$ cat config.mk
export PLATFORM = sky130hd
export DESIGN_NAME = opdec_core
export DESIGN_NICKNAME = d
export VERILOG_FILES = /design/src/opdec_pkg.sv /design/src/opdec_core.sv
export VERILOG_INCLUDE_DIRS = /design/src
export SDC_FILE = /design/constraint.sdc
export NUM_CORES = 1
export LEC_CHECK = 0
export BUFFER_PORTS_ARGS = -buffer_cell sky130_fd_sc_hd__clkbuf_2
export CAP_MARGIN = 0
export CELL_PAD_IN_SITES_DETAIL_PLACEMENT = 2
export CELL_PAD_IN_SITES_GLOBAL_PLACEMENT = 2
export CORE_MARGIN = 2
export CORE_UTILIZATION = 35
export DETAILED_ROUTE_END_ITERATION = 8
export GPL_ROUTABILITY_DRIVEN = 0
export PLACE_DENSITY = 0.87
export SLEW_MARGIN = 40
export SYNTH_ARGS = -nofsm -noshare
export SYNTH_HDL_FRONTEND = slang
export SYNTH_SLANG_ARGS = --single-unit
$ cat constraint.sdc
create_clock -name clk -period 2.8 [get_ports clk]
set_clock_uncertainty 0.2 [all_clocks]
set_input_delay 0.56 -clock clk [delete_from_list [all_inputs] [get_ports clk]]
set_output_delay 0.56 -clock clk [all_outputs]
set_load 0.05 [all_outputs]
$ cat src/opdec_regs.svh
// Opcode values, field values and clock counts for the opcode decoder
`ifndef OPDEC_REGS_SVH
`define OPDEC_REGS_SVH
`define OP_ESCAPE 8'h0f
`define OP2_STORE_LT 8'h9c
`define OP2_STORE_LE 8'h9e
`define OP2_STORE_GT 8'h9f
`define OP_FRAME_BUILD 8'hc8
`define OP_FRAME_TEARDOWN 8'hc9
`define OP_TRAP_VEC 8'hcd
`define OP_TRAP_BRK 8'hcc
`define OP_TRAP_OVF 8'hce
`define OP_RANGE_CHECK 8'h62
`define OP2_CR_READ 8'h20
`define OP2_DR_READ 8'h21
`define OP2_DR_WRITE 8'h23
`define OP2_TR_READ 8'h24
`define OP2_TR_WRITE 8'h26
`define OP_IDLE 8'h90
`define OP_COPROC_SYNC 8'h9b
`define OP_COPROC_MASK 8'hf8
`define OP_COPROC_BASE 8'hd8
`define OP_BUS_HOLD 8'hf0
`define OP_ADDR_SIZE 8'h67
`define OP_OPER_SIZE 8'h66
`define OP_SEG_CS 8'h2e
`define OP_SEG_DS 8'h3e
`define OP_SEG_ES 8'h26
`define OP_SEG_FS 8'h64
`define OP_SEG_GS 8'h65
`define OP_SEG_SS 8'h36
`define OP_PRIV_ADJUST 8'h63
`define OP2_ACCESS_RIGHTS 8'h02
`define OP2_TABLE_GRP 8'h01
`define OP2_LOCAL_GRP 8'h00
`define SEL_ZERO 3'h0
`define SEL_GLOBAL 3'h2
`define SEL_VECTOR 3'h3
`define SEL_STATUS 3'h6
`define FORM_REG 2'h3
`define VEC_BREAK 8'h03
`define VEC_OVERFLOW 8'h04
`define VEC_RANGE 8'h05
`define VEC_INVALID 8'h06
`define VEC_GENPROT 8'h0d
`define CLK_STORE_REG 9'd4
`define CLK_STORE_MEM 9'd5
`define CLK_FRAME_L0 9'd10
`define CLK_FRAME_L1 9'd12
`define CLK_FRAME_BASE 9'd15
`define CLK_FRAME_STEP 9'd4
`define CLK_TEARDOWN 9'd4
`define CLK_TRAP_VEC 9'd37
`define CLK_TRAP_BRK 9'd33
`define CLK_TRAP_OVF 9'd35
`define CLK_TRAP_OVF_NONE 9'd3
`define CLK_RANGE_OUT 9'd44
`define CLK_RANGE_IN 9'd10
`define CLK_PM_SAME 9'd59
`define CLK_PM_CHANGE 9'd99
`define CLK_CR_READ 9'd6
`define CLK_DR_WRITE_LO 9'd22
`define CLK_DR_WRITE_HI 9'd16
`define CLK_DR_READ_HI 9'd14
`define CLK_DR_READ_LO 9'd22
`define CLK_TR 9'd12
`define CLK_IDLE 9'd3
`define CLK_SYNC 9'd7
`define CLK_PRIV_REG 9'd20
`define CLK_PRIV_MEM 9'd21
`define CLK_RIGHTS_REG 9'd15
`define CLK_RIGHTS_MEM 9'd16
`define CLK_TABLE 9'd11
`define CLK_LOCAL_REG 9'd20
`define CLK_LOCAL_MEM 9'd24
`define CLK_STATUS_REG 9'd11
`define CLK_STATUS_MEM 9'd14
`define CLK_FAULT 9'd1
`define CLK_DEFAULT 9'd2
`endif

$ cat src/opdec_pkg.sv
// Types shared by the opcode decoder
package opdec_pkg;
    typedef enum logic [4:0] {
        K_NONE, K_STORE, K_FRAME_BUILD, K_FRAME_TEARDOWN, K_TRAP, K_RANGE,
        K_CR_READ, K_DR_READ, K_DR_WRITE, K_TR_READ, K_TR_WRITE, K_IDLE,
        K_SYNC, K_COPROC, K_PRIV_ADJUST, K_RIGHTS, K_GLOBAL, K_VECTOR,
        K_LOCAL, K_STATUS, K_OTHER
    } op_kind_e;
    typedef struct packed {
        logic bus_hold;
        logic addr_flip;
        logic oper_flip;
        logic seg_valid;
        logic [2:0] seg;
    } prefix_s;
    typedef struct packed {
        op_kind_e kind;
        logic [8:0] clocks;
        logic trap;
        logic [7:0] vector;
        logic [2:0] coproc_op_hi;
        logic [2:0] coproc_op_lo;
        prefix_s prefix;
    } issue_s;
endpackage

$ cat src/opdec_core.sv
// Opcode decoder with clock-count sequencing for a 32-bit processor
`timescale 1ns/1ns
`default_nettype none
`include "opdec_regs.svh"
module opdec_core
    import opdec_pkg::*;
(
    input wire logic clk,
    input wire logic srst,
    input wire logic byte_valid,
    input wire logic [7:0] byte_data,
    output logic byte_ready,
    input wire logic protected_mode,
    input wire logic overflow_flag,
    input wire logic range_out,
    input wire logic gate_priv_change,
    input wire logic [1:0] current_privilege,
    input wire logic [1:0] io_privilege_ceiling,
    input wire logic coproc_busy_pin,
    output issue_s issue,
    output logic issue_valid,
    output logic busy,
    output logic bus_lock,
    output logic done
);
    typedef enum logic [2:0] {S_OP, S_OP2, S_MODRM, S_IMM, S_EXEC} state_e;
    state_e state;
    logic [7:0] op;
    logic [7:0] op2;
    logic escaped;
    logic [1:0] imm_left;
    logic [7:0] level;
    logic [8:0] count;
    logic waiting_sync;
    prefix_s pre;
    logic busy_meta;
    logic busy_sync;

    function automatic logic is_prefix(input logic [7:0] b);
        is_prefix = (b == `OP_BUS_HOLD) || (b == `OP_ADDR_SIZE) || (b == `OP_OPER_SIZE) ||
            (b == `OP_SEG_CS) || (b == `OP_SEG_DS) || (b == `OP_SEG_ES) ||
            (b == `OP_SEG_FS) || (b == `OP_SEG_GS) || (b == `OP_SEG_SS);
    endfunction

    function automatic logic [2:0] seg_code(input logic [7:0] b);
        case (b)
            `OP_SEG_ES: seg_code = 3'h0;
            `OP_SEG_CS: seg_code = 3'h1;
            `OP_SEG_SS: seg_code = 3'h2;
            `OP_SEG_DS: seg_code = 3'h3;
            `OP_SEG_FS: seg_code = 3'h4;
            default: seg_code = 3'h5;
        endcase
    endfunction

    // Two flops on the coprocessor busy pin before anything looks at it
    always_ff @(posedge clk) begin
        busy_meta <= coproc_busy_pin;
        busy_sync <= busy_meta;
    end

    wire logic [7:0] b = byte_data;
    wire logic take = byte_valid && byte_ready;
    wire logic [1:0] form = b[7:6];
    wire logic [2:0] sel = b[5:3];
    wire logic is_reg = (form == `FORM_REG);
    wire logic coproc = ((op & `OP_COPROC_MASK) == `OP_COPROC_BASE);
    wire logic needs_modrm_1 = coproc || (op == `OP_RANGE_CHECK) ||
        (op == `OP_PRIV_ADJUST);
    wire logic [8:0] frame_clocks = (level == 8'h00) ? `CLK_FRAME_L0 :
        (level == 8'h01) ? `CLK_FRAME_L1 :
        9'(`CLK_FRAME_BASE + `CLK_FRAME_STEP * ({1'b0, level} - 9'd1));
    wire logic [8:0] trap_clocks = protected_mode ?
        (gate_priv_change ? `CLK_PM_CHANGE : `CLK_PM_SAME) : 9'd0;
    wire logic lock_fault = pre.bus_hold &&
        (current_privilege > io_privilege_ceiling);

    // Classification of a finished instruction from opcode and addressing byte
    op_kind_e k;
    logic [8:0] c;
    logic tr;
    logic [7:0] v;
    logic pm_only;
    always_comb begin
        k = K_OTHER;
        c = `CLK_DEFAULT;
        tr = 1'b0;
        v = 8'h00;
        pm_only = 1'b0;
        if (escaped) begin
            case (op2)
                `OP2_STORE_LT, `OP2_STORE_LE, `OP2_STORE_GT: begin
                    if (sel == `SEL_ZERO) begin
                        k = K_STORE;
                        c = is_reg ? `CLK_STORE_REG : `CLK_STORE_MEM;
                    end
                end
                `OP2_CR_READ: begin
                    k = K_CR_READ;
                    c = `CLK_CR_READ;
                end
                `OP2_DR_WRITE: begin
                    k = K_DR_WRITE;
                    c = sel[2] ? `CLK_DR_WRITE_HI : `CLK_DR_WRITE_LO;
                end
                `OP2_DR_READ: begin
                    k = K_DR_READ;
                    c = sel[2] ? `CLK_DR_READ_HI : `CLK_DR_READ_LO;
                end
                `OP2_TR_WRITE, `OP2_TR_READ: begin
                    k = (op2 == `OP2_TR_WRITE) ? K_TR_WRITE : K_TR_READ;
                    c = `CLK_TR;
                end
                `OP2_ACCESS_RIGHTS: begin
                    k = K_RIGHTS;
                    c = is_reg ? `CLK_RIGHTS_REG : `CLK_RIGHTS_MEM;
                    pm_only = 1'b1;
                end
                `OP2_TABLE_GRP: begin
                    if (sel == `SEL_GLOBAL || sel == `SEL_VECTOR) begin
                        k = (sel == `SEL_GLOBAL) ? K_GLOBAL : K_VECTOR;
                        c = `CLK_TABLE;
                    end else if (sel == `SEL_STATUS) begin
                        k = K_STATUS;
                        c = is_reg ? `CLK_STATUS_REG : `CLK_STATUS_MEM;
                    end
                end
                `OP2_LOCAL_GRP: begin
                    if (sel == `SEL_GLOBAL) begin
                        k = K_LOCAL;
                        c = is_reg ? `CLK_LOCAL_REG : `CLK_LOCAL_MEM;
                        pm_only = 1'b1;
                    end
                end
                default: k = K_OTHER;
            endcase
        end else if (coproc) begin
            k = K_COPROC;
        end else if (op == `OP_RANGE_CHECK) begin
            k = K_RANGE;
            tr = range_out;
            v = `VEC_RANGE;
            c = range_out ? `CLK_RANGE_OUT : `CLK_RANGE_IN;
        end else if (op == `OP_PRIV_ADJUST) begin
            k = K_PRIV_ADJUST;
            c = is_reg ? `CLK_PRIV_REG : `CLK_PRIV_MEM;
            pm_only = 1'b1;
        end else begin
            case (op)
                `OP_FRAME_BUILD: begin
                    k = K_FRAME_BUILD;
                    c = frame_clocks;
                end
                `OP_FRAME_TEARDOWN: begin
                    k = K_FRAME_TEARDOWN;
                    c = `CLK_TEARDOWN;
                end
                `OP_TRAP_VEC: begin
                    k = K_TRAP;
                    tr = 1'b1;
                    v = level;
                    c = protected_mode ? trap_clocks : `CLK_TRAP_VEC;
                end
                `OP_TRAP_BRK: begin
                    k = K_TRAP;
                    tr = 1'b1;
                    v = `VEC_BREAK;
                    c = protected_mode ? trap_clocks : `CLK_TRAP_BRK;
                end
                `OP_TRAP_OVF: begin
                    k = K_TRAP;
                    tr = overflow_flag;
                    v = `VEC_OVERFLOW;
                    c = overflow_flag ? (protected_mode ? trap_clocks : `CLK_TRAP_OVF) :
                        `CLK_TRAP_OVF_NONE;
                end
                `OP_IDLE: begin
                    k = K_IDLE;
                    c = `CLK_IDLE;
                end
                `OP_COPROC_SYNC: begin
                    k = K_SYNC;
                    c = `CLK_SYNC;
                end
                default: k = K_OTHER;
            endcase
        end
        if (pm_only && !protected_mode) begin
            tr = 1'b1;
            v = `VEC_INVALID;
            c = `CLK_FAULT;
        end
        if (lock_fault) begin
            tr = 1'b1;
            v = `VEC_GENPROT;
            c = `CLK_FAULT;
        end
    end

    // Instructions that finish on a byte: single-byte forms end on the opcode
    wire logic single = !escaped && !needs_modrm_1;
    assign byte_ready = (state != S_EXEC);
    assign busy = (state == S_EXEC);
    assign bus_lock = pre.bus_hold && (state != S_OP);
    assign done = (state == S_EXEC) && (count == 9'd1) && !(waiting_sync && busy_sync);

    always_ff @(posedge clk) begin
        if (srst) begin
            state <= S_OP;
            op <= 8'h00;
            op2 <= 8'h00;
            escaped <= 1'b0;
            imm_left <= 2'h0;
            level <= 8'h00;
            count <= 9'd0;
            waiting_sync <= 1'b0;
            pre <= '0;
            issue <= '0;
            issue_valid <= 1'b0;
        end else begin
            issue_valid <= 1'b0;
            case (state)
                S_OP: begin
                    if (take) begin
                        if (is_prefix(b)) begin
                            // Prefixes add no clocks and stack up until an opcode arrives
                            if (b == `OP_BUS_HOLD) pre.bus_hold <= 1'b1;
                            if (b == `OP_ADDR_SIZE) pre.addr_flip <= 1'b1;
                            if (b == `OP_OPER_SIZE) pre.oper_flip <= 1'b1;
                            if (!(b == `OP_BUS_HOLD || b == `OP_ADDR_SIZE ||
                                  b == `OP_OPER_SIZE)) begin
                                pre.seg_valid <= 1'b1;
                                pre.seg <= seg_code(b);
                            end
                        end else begin
                            op <= b;
                            escaped <= (b == `OP_ESCAPE);
                            level <= 8'h00;
                            if (b == `OP_ESCAPE) begin
                                state <= S_OP2;
                            end else if (b == `OP_FRAME_BUILD) begin
                                imm_left <= 2'h3;
                                state <= S_IMM;
                            end else if (b == `OP_TRAP_VEC) begin
                                imm_left <= 2'h1;
                                state <= S_IMM;
                            end else if ((b & `OP_COPROC_MASK) == `OP_COPROC_BASE ||
                                         b == `OP_RANGE_CHECK || b == `OP_PRIV_ADJUST) begin
                                state <= S_MODRM;
                            end else begin
                                state <= S_EXEC;
                                count <= 9'd0;
                            end
                        end
                    end
                end
                S_OP2: begin
                    if (take) begin
                        op2 <= b;
                        state <= S_MODRM;
                    end
                end
                S_MODRM: begin
                    if (take) begin
                        issue.kind <= k;
                        issue.clocks <= c;
                        issue.trap <= tr;
                        issue.vector <= v;
                        issue.coproc_op_hi <= coproc ? op[2:0] : 3'h0;
                        issue.coproc_op_lo <= coproc ? sel : 3'h0;
                        issue.prefix <= pre;
                        issue_valid <= 1'b1;
                        count <= c;
                        waiting_sync <= 1'b0;
                        state <= S_EXEC;
                    end
                end
                S_IMM: begin
                    if (take) begin
                        // Last immediate byte is the level or the vector
                        imm_left <= imm_left - 2'h1;
                        if (imm_left == 2'h1) begin
                            level <= b;
                            state <= S_EXEC;
                            count <= 9'd0;
                        end
                    end
                end
                S_EXEC: begin
                    if (count == 9'd0) begin
                        // Single-byte and immediate forms issue one cycle after decode
                        issue.kind <= k;
                        issue.clocks <= c;
                        issue.trap <= tr;
                        issue.vector <= v;
                        issue.coproc_op_hi <= 3'h0;
                        issue.coproc_op_lo <= 3'h0;
                        issue.prefix <= pre;
                        issue_valid <= 1'b1;
                        count <= c;
                        waiting_sync <= single && (op == `OP_COPROC_SYNC);
                    end else if (done) begin
                        state <= S_OP;
                        pre <= '0;
                        escaped <= 1'b0;
                    end else if (!(count == 9'd1 && waiting_sync)) begin
                        count <= count - 9'd1;
                    end
                end
                default: state <= S_OP;
            endcase
        end
    end

    // Sync holds its last clock while busy is high
    property p_sync_stall;
        @(posedge clk) disable iff (srst)
        (state == S_EXEC && waiting_sync && count == 9'd1 && busy_sync) |-> !done;
    endproperty
    a_sync_stall: assert property (p_sync_stall) else $error("sync ended while busy");

    property p_teardown_clocks;
        @(posedge clk) disable iff (srst)
        (issue_valid && issue.kind == K_FRAME_TEARDOWN && !issue.trap) |->
            issue.clocks == 9'd4;
    endproperty
    a_teardown_clocks: assert property (p_teardown_clocks) else $error("teardown cost");

    property p_idle_len;
        @(posedge clk) disable iff (srst)
        (issue_valid && issue.kind == K_IDLE && !issue.trap) |-> ##2 done;
    endproperty
    a_idle_len: assert property (p_idle_len) else $error("idle length wrong");

    property p_brk_vector;
        @(posedge clk) disable iff (srst)
        (issue_valid && issue.kind == K_TRAP && $past(op) == `OP_TRAP_BRK &&
            !$past(pre.bus_hold)) |-> issue.vector == 8'h03;
    endproperty
    a_brk_vector: assert property (p_brk_vector) else $error("break vector wrong");

    property p_lock_held;
        @(posedge clk) disable iff (srst)
        (busy && count != 9'd0 && issue.prefix.bus_hold) |-> bus_lock;
    endproperty
    a_lock_held: assert property (p_lock_held) else $error("lock dropped");

    property p_prefix_clear;
        @(posedge clk) disable iff (srst)
        done |=> (pre == '0);
    endproperty
    a_prefix_clear: assert property (p_prefix_clear) else $error("prefix kept");

    property p_real_invalid;
        @(posedge clk) disable iff (srst)
        (issue_valid && !protected_mode && !issue.prefix.bus_hold &&
            (issue.kind == K_PRIV_ADJUST || issue.kind == K_RIGHTS || issue.kind == K_LOCAL))
            |-> issue.trap && issue.vector == 8'h06;
    endproperty
    a_real_invalid: assert property (p_real_invalid) else $error("no invalid fault");

    property p_store_clocks;
        @(posedge clk) disable iff (srst)
        (issue_valid && issue.kind == K_STORE && !issue.trap) |->
            (issue.clocks == 9'd4 || issue.clocks == 9'd5);
    endproperty
    a_store_clocks: assert property (p_store_clocks) else $error("store cost");
endmodule
`default_nettype wire

==> impl_metrics.py <==
metrics = {
    "status": {
        "outcome": "completed",
    },
    "grt": {
        "grt.overflow.total": 0,
        "track_usage_pct": 34.2,
        "grt_max_degree": 46,
        "grt_pass1_vias": 7119,
        "grt_pass1_wl_um": 43500,
        "grt_antenna_before_repair": 1,
    },
    "detailed_routing": {
        "post_drt_via_cell_ratio": 6.38,
        "drt_first_pass_iters": 6,
        "wirelength_um": 28300,
        "first_iter_violations": 579,
        "route.detailed.wl_per_inst_um": 27.6,
        "antenna_violating_nets_post_route": 0,
        "overall_via_count_from_detail_route": 6548,
        "detail_route.drc_violations": 0,
    },
    "power_and_ir_drop": {
        "vdd_drop_max_mv": 0.284,
        "p_sw_share_pct": 42.1,
        "logic_pwr_share_pct": 37.0,
        "power_frac_clock_pct": 28.9,
        "seq_power_share_pct": 34.0,
        "power.leakage_nw": 2.65,
        "power.net_switching_mw": 1.81,
        "post-layout-total-power_mw": 4.31,
        "power-per-cell-area_nw_per_um2": 632,
        "power.internal_mw": 2.49,
    },
    "cts": {
        "clock_pin_slew_reported_for_the_worst_setup_and_hold_paths_after_clock_tree_synthesis_ps": 70,
        "cts_buffer_count": 9,
        "cts_tree": "built",
        "cts_root_buf": "clkbuf_16",
        "cts.path.max_buffers": 2,
        "h-tree-depth": 3,
        "insertion_delay_to_the_later_sink_of_the_worst_skew_pair_ps": 360,
        "cts_hold_buffers": 0,
        "tritoncts_num_sinks": 86,
    },
    "finish": {
        "fillers": 1749,
        "stdcell_area_sq_um": 6820,
        "finish.net_count": 838,
        "most_common_library_cell_in_the_layout_ignoring_fill_and_taps": "dfxtp_1",
        "final_util_pct": 44.7,
        "drive_gt1_share_pct": 23.8,
        "most_frequent_cells_in_the_layout": "dfxtp_1 (82), buf_4 (74), nor2_1 (73)",
        "area_delta_synth_final_pct": 24.0,
        "multi_input_comb_area_sq_um": 3580,
        "final-seq-area_sq_um": 1730,
        "insertedDiodeCount": 0,
    },
    "place": {
        "dp.final_hpwl_um": 19500,
        "placement.io_buffers": 60,
        "place_area_sq_um": 6420,
    },
    "run": {
        "max_cap_viols": 0,
    },
    "floorplan": {
        "ios": 61,
        "fp.dieH_um": 129,
        "core_area_sq_um": 15300,
        "initial_core_util_pct": 36.0,
        "total_number_of_placement_rows": 45,
        "chipWidth_um": 129,
        "dieArea_sq_um": 16700,
    },
    "timing": {
        "final-setup-viol-count": 0,
        "finalCriticalPeriod_ps": 2730,
        "final-max-slew-violation-count": 0,
        "timing.fmax_mhz": 366,
        "finalSetupTns_ps": 0,
        "worst-slew-pin-transition_ps": 663,
        "final_min_period_over_clock_period_pct": 97.6,
        "hold_violations": 0,
        "timing.max_slew.rel_slack_pct": 55.5,
        "worst_hold_slack_ps": 115,
    },
    "critical_path": {
        "cp_cell_sequence": "nor4_4, nand2_2, o22a_1, buf_4, nor4_2, buf_4, a22oi_1, nor2_1",
        "crit_type": "register to register",
        "most_used_cell_cp": "buf_4",
        "timing.rr.end": "issue[17]",
        "critical_path.max_stage_delay_ps": 440,
        "worst-r2r-setup-slack_ps": 70,
        "critical_path.startpoint_type": "register",
        "crit_path_start": "count[5]",
        "critPathArrivalTime_ps": 2820,
        "reg2reg_depth": 8,
        "r2r-start": "count[5]",
        "required_time_reported_for_the_critical_path_endpoint_ps": 2890,
        "crit_path_top_delay_cell": "nor4_2",
        "critical_path.endpoint_type": "register",
        "highest_net_fanout_along_the_worst_path": 32,
    },
    "yosys": {
        "synth_enable_flop_cells": 0,
        "synth_flop_cell": "dfxtp_1",
        "yosys_register_bits": 86,
        "netlist-cell-type-count": 78,
        "synth.net_count": 746,
        "ys_seq_area_share_pct": 31.3,
        "syn_inst": 718,
        "synth-warning-count": 0,
        "async_flop_share_pct": 0,
        "synthesis.area_sq_um": 5500,
        "postSynthAreaPerCell_sq_um": 7.66,
    },
    "worst_hold_path": {
        "hp-start": "coproc_busy_pin",
        "whs_path_depth": 1,
        "hold_path_end": "busy_meta",
        "hp-class": "input port to register",
    },
}
[metrics by stage]
stage	setup slack [ps]	cells
after floorplan	82.8	718
after global placement	61.7	1008
after detailed placement	-169	1008
after CTS	8.46	1025
after global routing	-43.4	1026
final	66.2	1026
[power groups by stage]
stage,registers [mW],clock network (mW),logic (mW)
final,1.47,1.25,1.60
after global routing,1.48,1.30,1.68
after CTS,1.46,1.26,1.54
after detailed placement,1.48,0,1.49
after global placement,1.46,0,1.39
after floorplan,1.58,0,0.817
[worst max-delay path by stage]
| stage | end |
|---|---|
| 5_1_grt | issue[17] |
| 6_report | issue[17] |
| 4_1_cts | count[6] |
| 3_3_place_gp | issue[20] |
| 3_5_place_dp | count[4] |
| 2_1_floorplan | done |
[synthesized netlist by cell type (4+ instances only)]
cell,number,share of area (%)
o21a_1,7,0.96
o31ai_1,4,0.55
clkbuf_1,45,3.1
nand3_1,32,2.9
nand3b_1,4,0.55
or2_2,4,0.46
nand4b_1,4,0.64
a21o_1,9,1.2
inv_1,19,1.3
a41oi_1,5,0.80
nor2b_1,9,1.0
mux2i_1,26,4.7
o21ai_0,21,1.9
nor2_1,73,5.0
dfxtp_1,86,31
o211ai_1,7,0.96
and2_1,10,1.1
ha_1,8,1.8
and3_1,7,0.80
or4_1,7,0.96
a21oi_1,41,3.7
nor3_1,38,3.5
nor4_1,11,1.3
nand4bb_1,4,0.82
nor3b_1,7,0.96
a211oi_1,16,2.2
a31oi_1,11,1.3
xor2_1,6,0.96
a22oi_1,7,0.96
nand2_1,71,4.8
a32oi_1,5,0.80
or3_1,10,1.1
nand2b_1,11,1.3
nand4_1,11,1.3
xnor2_1,8,1.3
buf_2,7,0.64
[cells by family after synthesis]
family                   share of synthesized area [%]
buffers and inverters                             5.21
flip-flops                                        31.3
AND/OR/NAND/NOR                                   32.5
AO/OA/AOI/OAI                                     21.8
multiplexers                                      5.14
XOR/XNOR                                          2.23
adder cells (fa/ha/maj)                           1.82
[cell type report]
class / instances / share of cell area (%)
timing repair buffer: 135 / 12.9
clock inverter: 6 / 0.789
clock buffer: 10 / 3.51
sequential: 86 / 25.3
inverter: 20 / 1.10
tap: 211 / 3.87
multi-input combinational: 558 / 52.5
[state kept, by name, summed over array words and instances, names as in the netlist]
register      count
waiting_sync      1
op                8
count             9
state             3
op2               8
pre               7
level             8
busy_sync         1
busy_meta         1
issue_valid       1
imm_left          2
issue            36
escaped           1
[layer usage]
metal	vias up	share of wire, %	GRT usage [%]
met5	-	0.053	0
met4	2	4.4	16.4
met3	101	5.5	5.57
met2	326	49	58.0
met1	3294	41	42.3
li1	2825	-	-
[worst max-delay path, delay by kind of cell, from the launching register on]
family	cells	cell delay (ps)
buf+inv	2	500
compound gates	2	360
simple gates	4	1180
flops	1	410
[timing repair]
item                       CTS  global route
buffers inserted             1             1
pin swaps                    1             1
hold endpoints to repair     0             0
gates resized for setup      4            16
setup endpoints to repair    6            11
(Power assumes the default switching activity.)
